`src/rtl/wtc_pkg.sv`:
```
// Constants, field layouts and carrier types for the watch timer core
package wtc_pkg;

    // ------------------------------------------------------------------
    // Register byte addresses
    // ------------------------------------------------------------------
    localparam logic [31:0] WTC_ADR_MODE = 32'hfffff680;
    localparam logic [31:0] WTC_ADR_BG_MODE = 32'hfffff684;
    localparam logic [31:0] WTC_ADR_BG_CMP = 32'hfffff688;
    localparam logic [31:0] WTC_ADR_IRQ_STAT = 32'hfffff68c;
    localparam logic [31:0] WTC_ADR_IRQ_EN = 32'hfffff690;
    localparam logic [31:0] WTC_ADR_IRQ_CLR = 32'hfffff694;

    // ------------------------------------------------------------------
    // Mode register fields
    // ------------------------------------------------------------------
    localparam int WTC_MODE_RUN = 0;
    localparam int WTC_MODE_CNT_RUN = 1;
    localparam int WTC_MODE_WSEL_LO = 2;
    localparam int WTC_MODE_WSEL_HI = 3;
    localparam int WTC_MODE_ISEL_LSB = 4;
    localparam int WTC_MODE_ISEL_MSB = 6;
    localparam int WTC_MODE_SRC = 7;

    // ------------------------------------------------------------------
    // Baud generator mode fields
    // ------------------------------------------------------------------
    localparam int WTC_BG_DIV_LSB = 0;
    localparam int WTC_BG_DIV_MSB = 1;
    localparam int WTC_BG_GATE = 4;
    localparam logic [7:0] WTC_BG_MODE_MASK = 8'h13;

    // ------------------------------------------------------------------
    // Interrupt bits
    // ------------------------------------------------------------------
    localparam int WTC_IRQ_WATCH = 0;
    localparam int WTC_IRQ_INTV = 1;

    // ------------------------------------------------------------------
    // Divider figures
    // ------------------------------------------------------------------
    localparam logic [3:0] WTC_INTV_BASE = 4'h4;
    localparam logic [3:0] WTC_CNT_TAP = 4'h9;
    localparam logic [7:0] WTC_CMP_ONE = 8'h01;
    localparam logic [31:0] WTC_RD_ZERO = 32'h00000000;

    // ------------------------------------------------------------------
    // Carrier and state types
    // ------------------------------------------------------------------
    typedef struct packed {
        logic cyc;
        logic stb;
        logic we;
        logic [31:0] adr;
        logic [3:0] sel;
        logic [31:0] dat;
    } wtc_wb_req_s;

    typedef struct packed {
        logic [7:0] mode;
        logic [7:0] bg_mode;
        logic [7:0] bg_cmp;
        logic [1:0] irq_stat;
        logic [1:0] irq_en;
        logic [2:0] pre3;
        logic [7:0] cnt8;
        logic half;
        logic sub_q;
        logic [10:0] pre11;
        logic [4:0] cnt5;
        logic watch_irq;
        logic interval_irq;
        logic irq;
        logic ack;
        logic [31:0] rdata;
    } wtc_state_s;

    localparam wtc_state_s WTC_STATE_RST = '0;

endpackage

```
`src/rtl/wtc_core.sv`:
```
// Watch timer core with baud generator and classic Wishbone slave
// How it works
// - Eight-bit mode register, byte access, resets zero
// - Bit 7 picks clock; bits 6..4 interval
// - Bits 3..2 pick watch interrupt period
// - Bit 1 runs or clears 5-bit counter
// - Bit 0 clear stops, clears both dividers
// - Watch counting needs bits 1 and 0
// - Bit 1 clear leaves interval timing alone
// - Generator clock gated by main clock enable
// - Generator rate is clock over 2^(m+1)*N
// - Prescaler taps watch clock /16 to /2048
// - Interval interrupt repeats beside watch interrupt
`timescale 1ns/10ps
module wtc_core (
    input wire logic clk,
    input wire logic srst,
    input wire wtc_pkg::wtc_wb_req_s wb_req,
    output logic [31:0] wb_dat_o,
    output logic wb_ack_o,
    input wire logic sub_clock,
    output logic watch_irq,
    output logic interval_irq,
    output logic irq
);
    import wtc_pkg::*;

    // ------------------------------------------------------------------
    // Helpers
    // ------------------------------------------------------------------
    // True when the lowest n bits of v are all ones
    function automatic logic low_ones(input logic [10:0] v,
                                      input logic [3:0] n);
        logic r;
        r = 1'b1;
        for (int i = 0; i < 11; i++) begin
            if ((i < int'(n)) && !v[i]) begin
                r = 1'b0;
            end
        end
        return r;
    endfunction

    // Prescaler hit for the generator's 3-bit stage
    function automatic logic bg_stage_hit(input logic [2:0] p,
                                          input logic [1:0] m);
        logic [10:0] wide;
        logic [3:0] len;
        wide = {8'h00, p};
        len = {2'b00, m};
        return low_ones(wide, len);
    endfunction

    // Last count of the generator's 8-bit stage; 00 counts 256
    function automatic logic bg_last(input logic [7:0] cnt,
                                     input logic [7:0] cmp);
        logic [7:0] top;
        top = cmp - WTC_CMP_ONE;
        return cnt == top;
    endfunction

    // Low byte lane of a bus write
    function automatic logic [7:0] lane_byte(input wtc_wb_req_s r);
        return r.dat[7:0];
    endfunction

    // Low two bits of a bus write, for interrupt registers
    function automatic logic [1:0] lane_bits(input wtc_wb_req_s r);
        return r.dat[1:0];
    endfunction

    // Low byte register as a bus word, upper lanes zero
    function automatic logic [31:0] byte_word(input logic [7:0] v);
        logic [31:0] w;
        w = WTC_RD_ZERO;
        w[7:0] = v;
        return w;
    endfunction

    // Two interrupt bits as a bus word, upper lanes zero
    function automatic logic [31:0] irq_word(input logic [1:0] v);
        logic [31:0] w;
        w = WTC_RD_ZERO;
        w[1:0] = v;
        return w;
    endfunction

    // Interval tap width: base plus the three select bits
    function automatic logic [3:0] intv_width(input logic [7:0] m);
        logic [3:0] w;
        w = {1'b0, m[WTC_MODE_ISEL_MSB:WTC_MODE_ISEL_LSB]} +
            WTC_INTV_BASE;
        return w;
    endfunction

    // Last count of the 5-bit counter for the chosen length
    function automatic logic wrap_hit(input logic [4:0] c,
                                      input logic short_len);
        logic r;
        if (short_len) begin
            r = &c[3:0];
        end else begin
            r = &c;
        end
        return r;
    endfunction

    // ------------------------------------------------------------------
    // Registered state and strobes
    // ------------------------------------------------------------------
    wtc_state_s q;
    wtc_state_s s;

    logic req_now;
    logic wr;
    logic run;
    logic cnt_en;
    logic bg_tick;
    logic brg_tick;
    logic sub_tick;
    logic fw_tick;
    logic cnt_tick;
    logic watch_fire;
    logic intv_fire;
    logic [1:0] clr_bits;
    logic [3:0] intv_bits;

    // ------------------------------------------------------------------
    // Next state
    // ------------------------------------------------------------------
    always_comb begin
        // --------------------------------------------------------------
        // Defaults
        // --------------------------------------------------------------
        s = q;
        clr_bits = 2'b00;

        // --------------------------------------------------------------
        // Bus slave: one ack cycle, then ack drops
        // --------------------------------------------------------------
        req_now = wb_req.cyc & wb_req.stb & ~q.ack;
        wr = req_now & wb_req.we & wb_req.sel[0];
        s.ack = req_now;
        s.rdata = WTC_RD_ZERO;
        if (req_now) begin
            case (wb_req.adr)
                WTC_ADR_MODE: begin
                    s.rdata = byte_word(q.mode);
                end
                WTC_ADR_BG_MODE: begin
                    s.rdata = byte_word(q.bg_mode);
                end
                WTC_ADR_BG_CMP: begin
                    s.rdata = byte_word(q.bg_cmp);
                end
                WTC_ADR_IRQ_STAT: begin
                    s.rdata = irq_word(q.irq_stat);
                end
                WTC_ADR_IRQ_EN: begin
                    s.rdata = irq_word(q.irq_en);
                end
                WTC_ADR_IRQ_CLR: begin
                    s.rdata = WTC_RD_ZERO;
                end
                default: s.rdata = WTC_RD_ZERO;
            endcase
        end

        // --------------------------------------------------------------
        // Register writes
        // --------------------------------------------------------------
        if (wr) begin
            case (wb_req.adr)
                WTC_ADR_MODE: begin
                    s.mode = lane_byte(wb_req);
                end
                WTC_ADR_BG_MODE: begin
                    s.bg_mode = lane_byte(wb_req) & WTC_BG_MODE_MASK;
                end
                WTC_ADR_BG_CMP: begin
                    s.bg_cmp = lane_byte(wb_req);
                end
                WTC_ADR_IRQ_EN: begin
                    s.irq_en = lane_bits(wb_req);
                end
                WTC_ADR_IRQ_CLR: begin
                    clr_bits = lane_bits(wb_req);
                end
                default: clr_bits = 2'b00;
            endcase
        end

        // --------------------------------------------------------------
        // Baud generator
        // --------------------------------------------------------------
        bg_tick = bg_stage_hit(q.pre3,
                               q.bg_mode[WTC_BG_DIV_MSB:WTC_BG_DIV_LSB]);
        brg_tick = 1'b0;
        // generator runs only while gated on
        if (!q.bg_mode[WTC_BG_GATE]) begin
            s.pre3 = '0;
            s.cnt8 = '0;
            s.half = 1'b0;
        end else begin
            s.pre3 = q.pre3 + 3'h1;
            if (bg_tick) begin
                // compare 00 wraps to a count of 256
                if (bg_last(q.cnt8, q.bg_cmp)) begin
                    s.cnt8 = '0;
                    s.half = ~q.half;
                    brg_tick = q.half;
                end else begin
                    s.cnt8 = q.cnt8 + 8'h01;
                end
            end
        end

        // --------------------------------------------------------------
        // Watch clock
        // --------------------------------------------------------------
        // watch clock source select
        s.sub_q = sub_clock;
        sub_tick = sub_clock & ~q.sub_q;
        if (q.mode[WTC_MODE_SRC]) begin
            fw_tick = brg_tick;
        end else begin
            fw_tick = sub_tick;
        end

        // --------------------------------------------------------------
        // Prescaler and interval taps
        // --------------------------------------------------------------
        // prescaler cleared while stopped
        run = q.mode[WTC_MODE_RUN];
        if (!run) begin
            s.pre11 = '0;
        end else if (fw_tick) begin
            s.pre11 = q.pre11 + 11'h001;
        end

        intv_bits = intv_width(q.mode);
        intv_fire = run & fw_tick & low_ones(q.pre11, intv_bits);

        // --------------------------------------------------------------
        // Watch counter
        // --------------------------------------------------------------
        // counter clock and wrap length
        if (q.mode[WTC_MODE_WSEL_HI]) begin
            cnt_tick = fw_tick;
        end else begin
            cnt_tick = fw_tick & low_ones(q.pre11, WTC_CNT_TAP);
        end
        cnt_en = run & q.mode[WTC_MODE_CNT_RUN];
        // counter cleared while bit 1 low
        if (!cnt_en) begin
            s.cnt5 = '0;
        end else if (cnt_tick) begin
            s.cnt5 = q.cnt5 + 5'h01;
        end
        watch_fire = cnt_en & cnt_tick &
                     wrap_hit(q.cnt5, q.mode[WTC_MODE_WSEL_LO]);

        // --------------------------------------------------------------
        // Interrupt requests and status
        // --------------------------------------------------------------
        // one-cycle request pulses
        s.watch_irq = watch_fire;
        s.interval_irq = intv_fire;

        // Sticky status, set beats clear
        s.irq_stat = q.irq_stat & ~clr_bits;
        if (watch_fire) begin
            s.irq_stat[WTC_IRQ_WATCH] = 1'b1;
        end
        if (intv_fire) begin
            s.irq_stat[WTC_IRQ_INTV] = 1'b1;
        end
        s.irq = |(s.irq_stat & s.irq_en);
    end

    // ------------------------------------------------------------------
    // State register
    // ------------------------------------------------------------------
    always_ff @(posedge clk) begin
        if (srst) begin
            q <= WTC_STATE_RST;
        end else begin
            q <= s;
        end
    end

    // ------------------------------------------------------------------
    // Outputs, straight from the state register
    // ------------------------------------------------------------------
    assign wb_dat_o = q.rdata;
    assign wb_ack_o = q.ack;
    assign watch_irq = q.watch_irq;
    assign interval_irq = q.interval_irq;
    assign irq = q.irq;

endmodule

```
`config.mk`:
```
export PLATFORM = sky130hd
export DESIGN_NAME = wtc_core
export DESIGN_NICKNAME = d
export VERILOG_FILES = /design/src/rtl/wtc_pkg.sv /design/src/rtl/wtc_core.sv
export SDC_FILE = /design/constraint.sdc
export NUM_CORES = 1
export LEC_CHECK = 0
export BUFFER_PORTS_ARGS = -buffer_cell sky130_fd_sc_hd__buf_2
export CORE_AREA = 5 5 105 107
export DETAILED_ROUTE_END_ITERATION = 8
export DIE_AREA = 0 0 110 112
export GPL_ROUTABILITY_DRIVEN = 0
export GPL_TIMING_DRIVEN = 0
export PLACE_DENSITY_LB_ADDON = 0.2
export SKIP_CTS_REPAIR_TIMING = 1
export SLEW_MARGIN = 25
export SYNTH_ARGS = -nofsm -noshare
export SYNTH_HDL_FRONTEND = slang
export SYNTH_SLANG_ARGS = --single-unit
```
`constraint.sdc`:
```
create_clock -name clk -period 3.5 [get_ports clk]
set_input_delay 0.525 -clock clk [delete_from_list [all_inputs] [get_ports clk]]
set_output_delay 0.525 -clock clk [all_outputs]
set_load 0.01 [all_outputs]
```
After elaboration in Yosys (flattened, before gate mapping)
Cells that the tools add are included.
W data, S select, Z words.
{"block": "totals", "ff_bits": 88, "inputBits": 74, "out_inout_bits": 36, "word_cells": 141}
{"block": "op_classes", "addsub": 6, "order_cmp": 14, "n_reduce_logical": 39, "n_mux": 38, "bitwise": 21, "n_eq_ne": 7}
{"operator": "$eq A32 B32 Y1 const B", "count": 6}
{"operator": "$pmux W8 S5", "count": 1}
{"operator": "$mux W1", "count": 32}
{"operator": "$lt A3 B4 Y1 const A", "count": 4}
{"operator": "$logic_and A1 B1 Y1", "count": 14}
{"operator": "$logic_not A1 Y1", "count": 14}
{"operator": "$lt A4 B4 Y1 const A", "count": 3}
{"operator": "$add A11 B1 Y11 const B", "count": 1}
{"operator": "$and A1 B1 Y1", "count": 11}
{"operator": "$reduce_or A2 Y1", "count": 5}
{"operator": "$add A8 B1 Y8 const B", "count": 1}
{"operator": "$eq A8 B8 Y1", "count": 1}
{"operator": "$lt A1 B4 Y1 const A", "count": 2}
{"operator": "$lt A2 B4 Y1 const A", "count": 2}
{"operator": "$mux W2", "count": 4}
{"operator": "$mux W8", "count": 1}
{"operator": "$reduce_and A2 Y1", "count": 4}
{"operator": "$sub A8 B1 Y8 const B", "count": 1}
{"operator": "$not A1 Y1", "count": 7}
{"operator": "$add A5 B1 Y5 const B", "count": 1}
{"operator": "$reduce_and A5 Y1", "count": 1}
{"operator": "$add A3 B3 Y4 const B", "count": 1}
{"operator": "$and A2 B2 Y2", "count": 2}
{"operator": "$lt A1 B2 Y1 const A", "count": 2}
{"operator": "other kinds (4)", "count": 4}

Logic depth before layout (Yosys ltp)
{"block": "depth", "depth_word": 18, "depth_mapped": 11, "ltp_nobuf": 9}

Worst setup path before layout
OpenSTA, ideal clock, no wires.
{"block": "synth_timing", "path_type": "input-to-reg", "from": "input wb_req[37] in the netlist's numbering", "to": "register q[85] in the netlist's numbering", "cell_stages": 6, "path_slack_ns": 1.060, "t_arrival_ns": 2.312, "t_required_ns": 3.372, "setup_time_ns": 0.128, "path_buffers": 0, "path_cell_list": "or4_4 > nor4_4 > nand3b_4 > nor4_4 > mux2i_1 > nor2_1"}
{"block": "synth_between", "elab_chain_cells": 2}
{"item": "start: declaration", "line": "wtc_core.sv:18", "source": "input wire wtc_pkg::wtc_wb_req_s wb_req,"}
{"item": "$eq A32 B32 Y1", "line": "wtc_core.sv:173", "source": "case (wb_req.adr)"}
{"item": "$reduce_and A2 Y1 (no source line)"}
{"item": "end signal: assignment", "line": "wtc_core.sv:288", "source": "q <= s;"}
{"item": "end: declaration", "line": "wtc_core.sv:111", "source": "wtc_state_s q;"}
No other way between the ends.
A chain may end at the register's enable or synchronous reset.

Worst setup path in the final report
{"block": "layout_timing", "from": "register q[69] in the netlist's numbering", "to": "register q, in the netlist watch_irq"}
{"block": "layout_between", "elab_chain_cells": 10}
{"item": "$sub A8 B1 Y8 (*)", "line": "wtc_core.sv:58", "source": "top = cmp - WTC_CMP_ONE;"}
{"item": "$eq A8 B8 Y1 (*)", "line": "wtc_core.sv:59", "source": "return cnt == top;"}
{"item": "$mux W1 (*)", "line": "wtc_core.sv:208", "source": "if (bg_last(q.cnt8, q.bg_cmp)) begin"}
{"item": "$mux W1 (*)", "line": "wtc_core.sv:206", "source": "if (bg_tick) begin"}
{"item": "$mux W1 (*)", "line": "wtc_core.sv:200", "source": "if (!q.bg_mode[WTC_BG_GATE]) begin"}
{"item": "$mux W1 (*)", "line": "wtc_core.sv:224", "source": "if (q.mode[WTC_MODE_SRC]) begin"}
{"item": "$and A1 B1 Y1", "line": "wtc_core.sv:251", "source": "cnt_tick = fw_tick & low_ones(q.pre11, WTC_CNT_TAP);"}
{"item": "$mux W1 (*)", "line": "wtc_core.sv:248", "source": "if (q.mode[WTC_MODE_WSEL_HI]) begin"}
{"item": "$and A1 B1 Y1 (*) (2 in series)", "line": "wtc_core.sv:260", "source": "watch_fire = cnt_en & cnt_tick &"}
Mark *: on every way between the ends. The rest lies on a longest branch, timed or not.

==> summary.txt <==
Run status
  • Status: finished, final reports clean

Die
  • Die height: ~110 um
  • Rows: 37
  • I/O pin count: between 100 and 150
  • Die width: ~110 um
  • Starting Density: 33.8%
  • Core Box Area: between 10000 and 15000 sq um
  • Die area: around 12000 sq um

Synthesis
  • Yosys cell types: 55
  • Synthesized area: approximately 3400 sq um
  • Synth Flop Type: dfxtp_1
  • Syn Area/Cell: around 9.0 sq um
  • Post-Synthesis Cells: approximately 380
  • Yosys reg bits: 64
  • Synthesis Warnings: 0
  • Fraction of registers with async set or reset after synthesis: 0%
  • Post-synth EDFFs: 0
  • Seq/Total Area, Yosys: a little under two fifths

STA
  • Worst slew margin: 38.6%
  • Worst Tran Pin Value: between 900 and 1000 ps
  • Final period utilization: roughly 76%
  • Setup_tns: 0 ps
  • RSZ-0062 raised after global routing: false
  • Final slew viol count: 0
  • Clock Skew: 7.86 ps
  • Shortest period the worst path allows: 2650 ps
  • Final Hold Viols: 0
  • Setup violations, final: 0
  • F_max: roughly 380 MHz

Worst setup path
  • CP Launch Type: flop
  • Crit-path max FO: 10
  • WS Path Type: flop to flop
  • Setup crit end kind: flop
  • Worst endpoint required time: roughly 3700 ps
  • Critical path arrival: approximately 2900 ps

Clocking
  • Clock slew at reported path FFs: 70 ps
  • Deepest clock path buffer count: 2
  • Clock root cell: clkbuf_8
  • Clk sinks: 64
  • Number of CTS-inserted buffers: 9
  • Worst skew pair latency: around 340 ps
  • TritonCTS clock tree: built
  • H-tree depth: 3

Run
  • Max-cap viol count: 0

Drt
  • Routed WL: roughly 8300 um
  • Avg WL per Cell: 13.6 um
  • Vias per cell: 4.77
  • Drt drc: 0
  • Antenna viol nets, final: 0
  • Starting DRT DRC Count: 154
  • Detailed-route via count: 2917
  • DRT Pass-1 Iters: 4

Finish
  • Final net count: 551
  • Most common cell after layout, fill and taps aside: dfxtp_1
  • Area Growth Syn to Fin: 22.0%
  • Layout cells sized above 1: 25.5%
  • Most frequent cells in the layout: dfxtp_1, buf_2, nor2_1
  • Final Cell Area: between 4000 and 5000 sq um
  • Ant. Diodes: 0

Hold path
  • Worst hold path type: input port to flop

GRT
  • First-pass GRT wire length: roughly 14000 um
  • Antenna violations before repair: 0
  • Vias in the first global route: around 2900
  • GRT Util Overall: approximately 14%
  • Pin count of the biggest net entering global routing: 11
  • Gr ovfl total: 0

Placement
  • Input/output buffers: 58
  • Cell Area, Placed: a little under 4000 sq um
  • Post-DP HPWL: around 6400 um

Power
  • P_leak: 1.66 nW
  • Peak VDD IR: 160 uV
  • Pwr/cell area: 359 nW/um^2
## cell type report
| type | instances | area [sq um] |
|---|---|---|
| sequential | 64 | 1280 |
| inverter | 10 | 37.5 |
| buffer | 42 | 300 |
| tap | 136 | 170 |
| timing repair buffer | 58 | 290 |
| multi-input combinational | 285 | 1860 |
| clock inverter | 3 | 40.0 |
| clock buffer | 13 | 159 |
| fill | 1088 | 5900 |
## cells by family after synthesis
kind of cell               Yosys count  synth area share (%)
muxes                               29                  8.59
AOI/OAI and AO/OA                   61                  12.9
buffers and inverters               52                  9.95
other                                1                 0.110
and+or+nand+nor                    146                  23.5
adders and majority gates            7                  2.58
xor gates and xnor gates            18                  4.64
DFF                                 64                  37.7
## flip-flops by register name, indices dropped and copies added, names as in the netlist
signal        cells
watch_irq         1
wb_ack_o          1
interval_irq      1
q                52
irq               1
wb_dat_o          8
## Yosys cell counts (2+ instances only)
master | n | area share [%]
o22ai_1 | 2 | 0.37
buf_1 | 2 | 0.22
nor4_4 | 2 | 1.3
xor2_1 | 4 | 1.0
nand4_1 | 10 | 1.8
xnor2_1 | 14 | 3.6
nor3_1 | 6 | 0.88
mux2i_1 | 28 | 8.3
a22oi_1 | 9 | 2.0
buf_4 | 32 | 7.1
inv_1 | 10 | 1.1
nor4_1 | 2 | 0.37
nor3b_1 | 4 | 0.88
and4_1 | 2 | 0.52
buf_6 | 3 | 0.99
and2_1 | 3 | 0.55
nand2b_1 | 5 | 0.92
o21ai_0 | 8 | 1.2
ha_1 | 7 | 2.6
o31ai_1 | 3 | 0.66
nand2_1 | 19 | 2.1
a21oi_1 | 17 | 2.5
and3_1 | 7 | 1.3
clkbuf_1 | 5 | 0.55
o211ai_1 | 3 | 0.66
dfxtp_1 | 64 | 38
or4_1 | 4 | 0.88
nand3_1 | 9 | 1.3
nor2_1 | 56 | 6.2
or3_1 | 6 | 1.1
nor2b_1 | 3 | 0.55
o21ai_1 | 6 | 0.88
## where the power goes
part / total [W] / switching, W / leakage (nW) / internal, W
registers: 0.000729 / 0.000000484 / 0.516 / 0.000729
clock network: 0.000655 / 0.000289 / 0.103 / 0.000366
logic: 0.000100 / 0.0000527 / 1.04 / 0.0000478
## final timing paths
check / start / endpoint / slack (ps) / cells past startpoint
setup / recovery: q[69] / watch_irq / 850 / 10
hold / removal: sub_clock / q[52] / 420 / 2
setup reg to reg: q[69] / watch_irq / 850 / 10
hold reg to reg: q[62] / q[62] / 470 / 1
## worst max-delay path, stage by stage, from the launching register on
cell,delay [ps]
dfxtp_1,460
inv_1,80
ha_1,260
nor2_1,110
nand2_1,90
a2111oi_4,340
o2111a_2,310
a31oi_4,170
buf_6,210
buf_6,140
nor4_1,350
## routing by layer
metal	up-vias	part of all wire, %	track usage (%)
li1	1482	-	-
met1	1356	45	18.3
met2	66	47	22.1
met3	13	5.4	3.01
met4	0	2.0	5.90
met5	-	0	0
## per-stage QoR
step / power [W] / util, % / hold WS, ps / std cells / setup slack (ps)
final: 0.00149 / 41.2 / 423 / 611 / 850
after global routing: 0.00154 / 41.2 / 435 / 611 / 693
after CTS: 0.00150 / 41.2 / 410 / 611 / 822
after detailed placement: 0.000846 / 39.2 / 458 / 595 / 596
after global placement: 0.000845 / 39.2 / 439 / 595 / 570
after floorplan: 0.000805 / - / 427 / 401 / 1060
No activity file was read; power rests on OpenSTA's default activity.
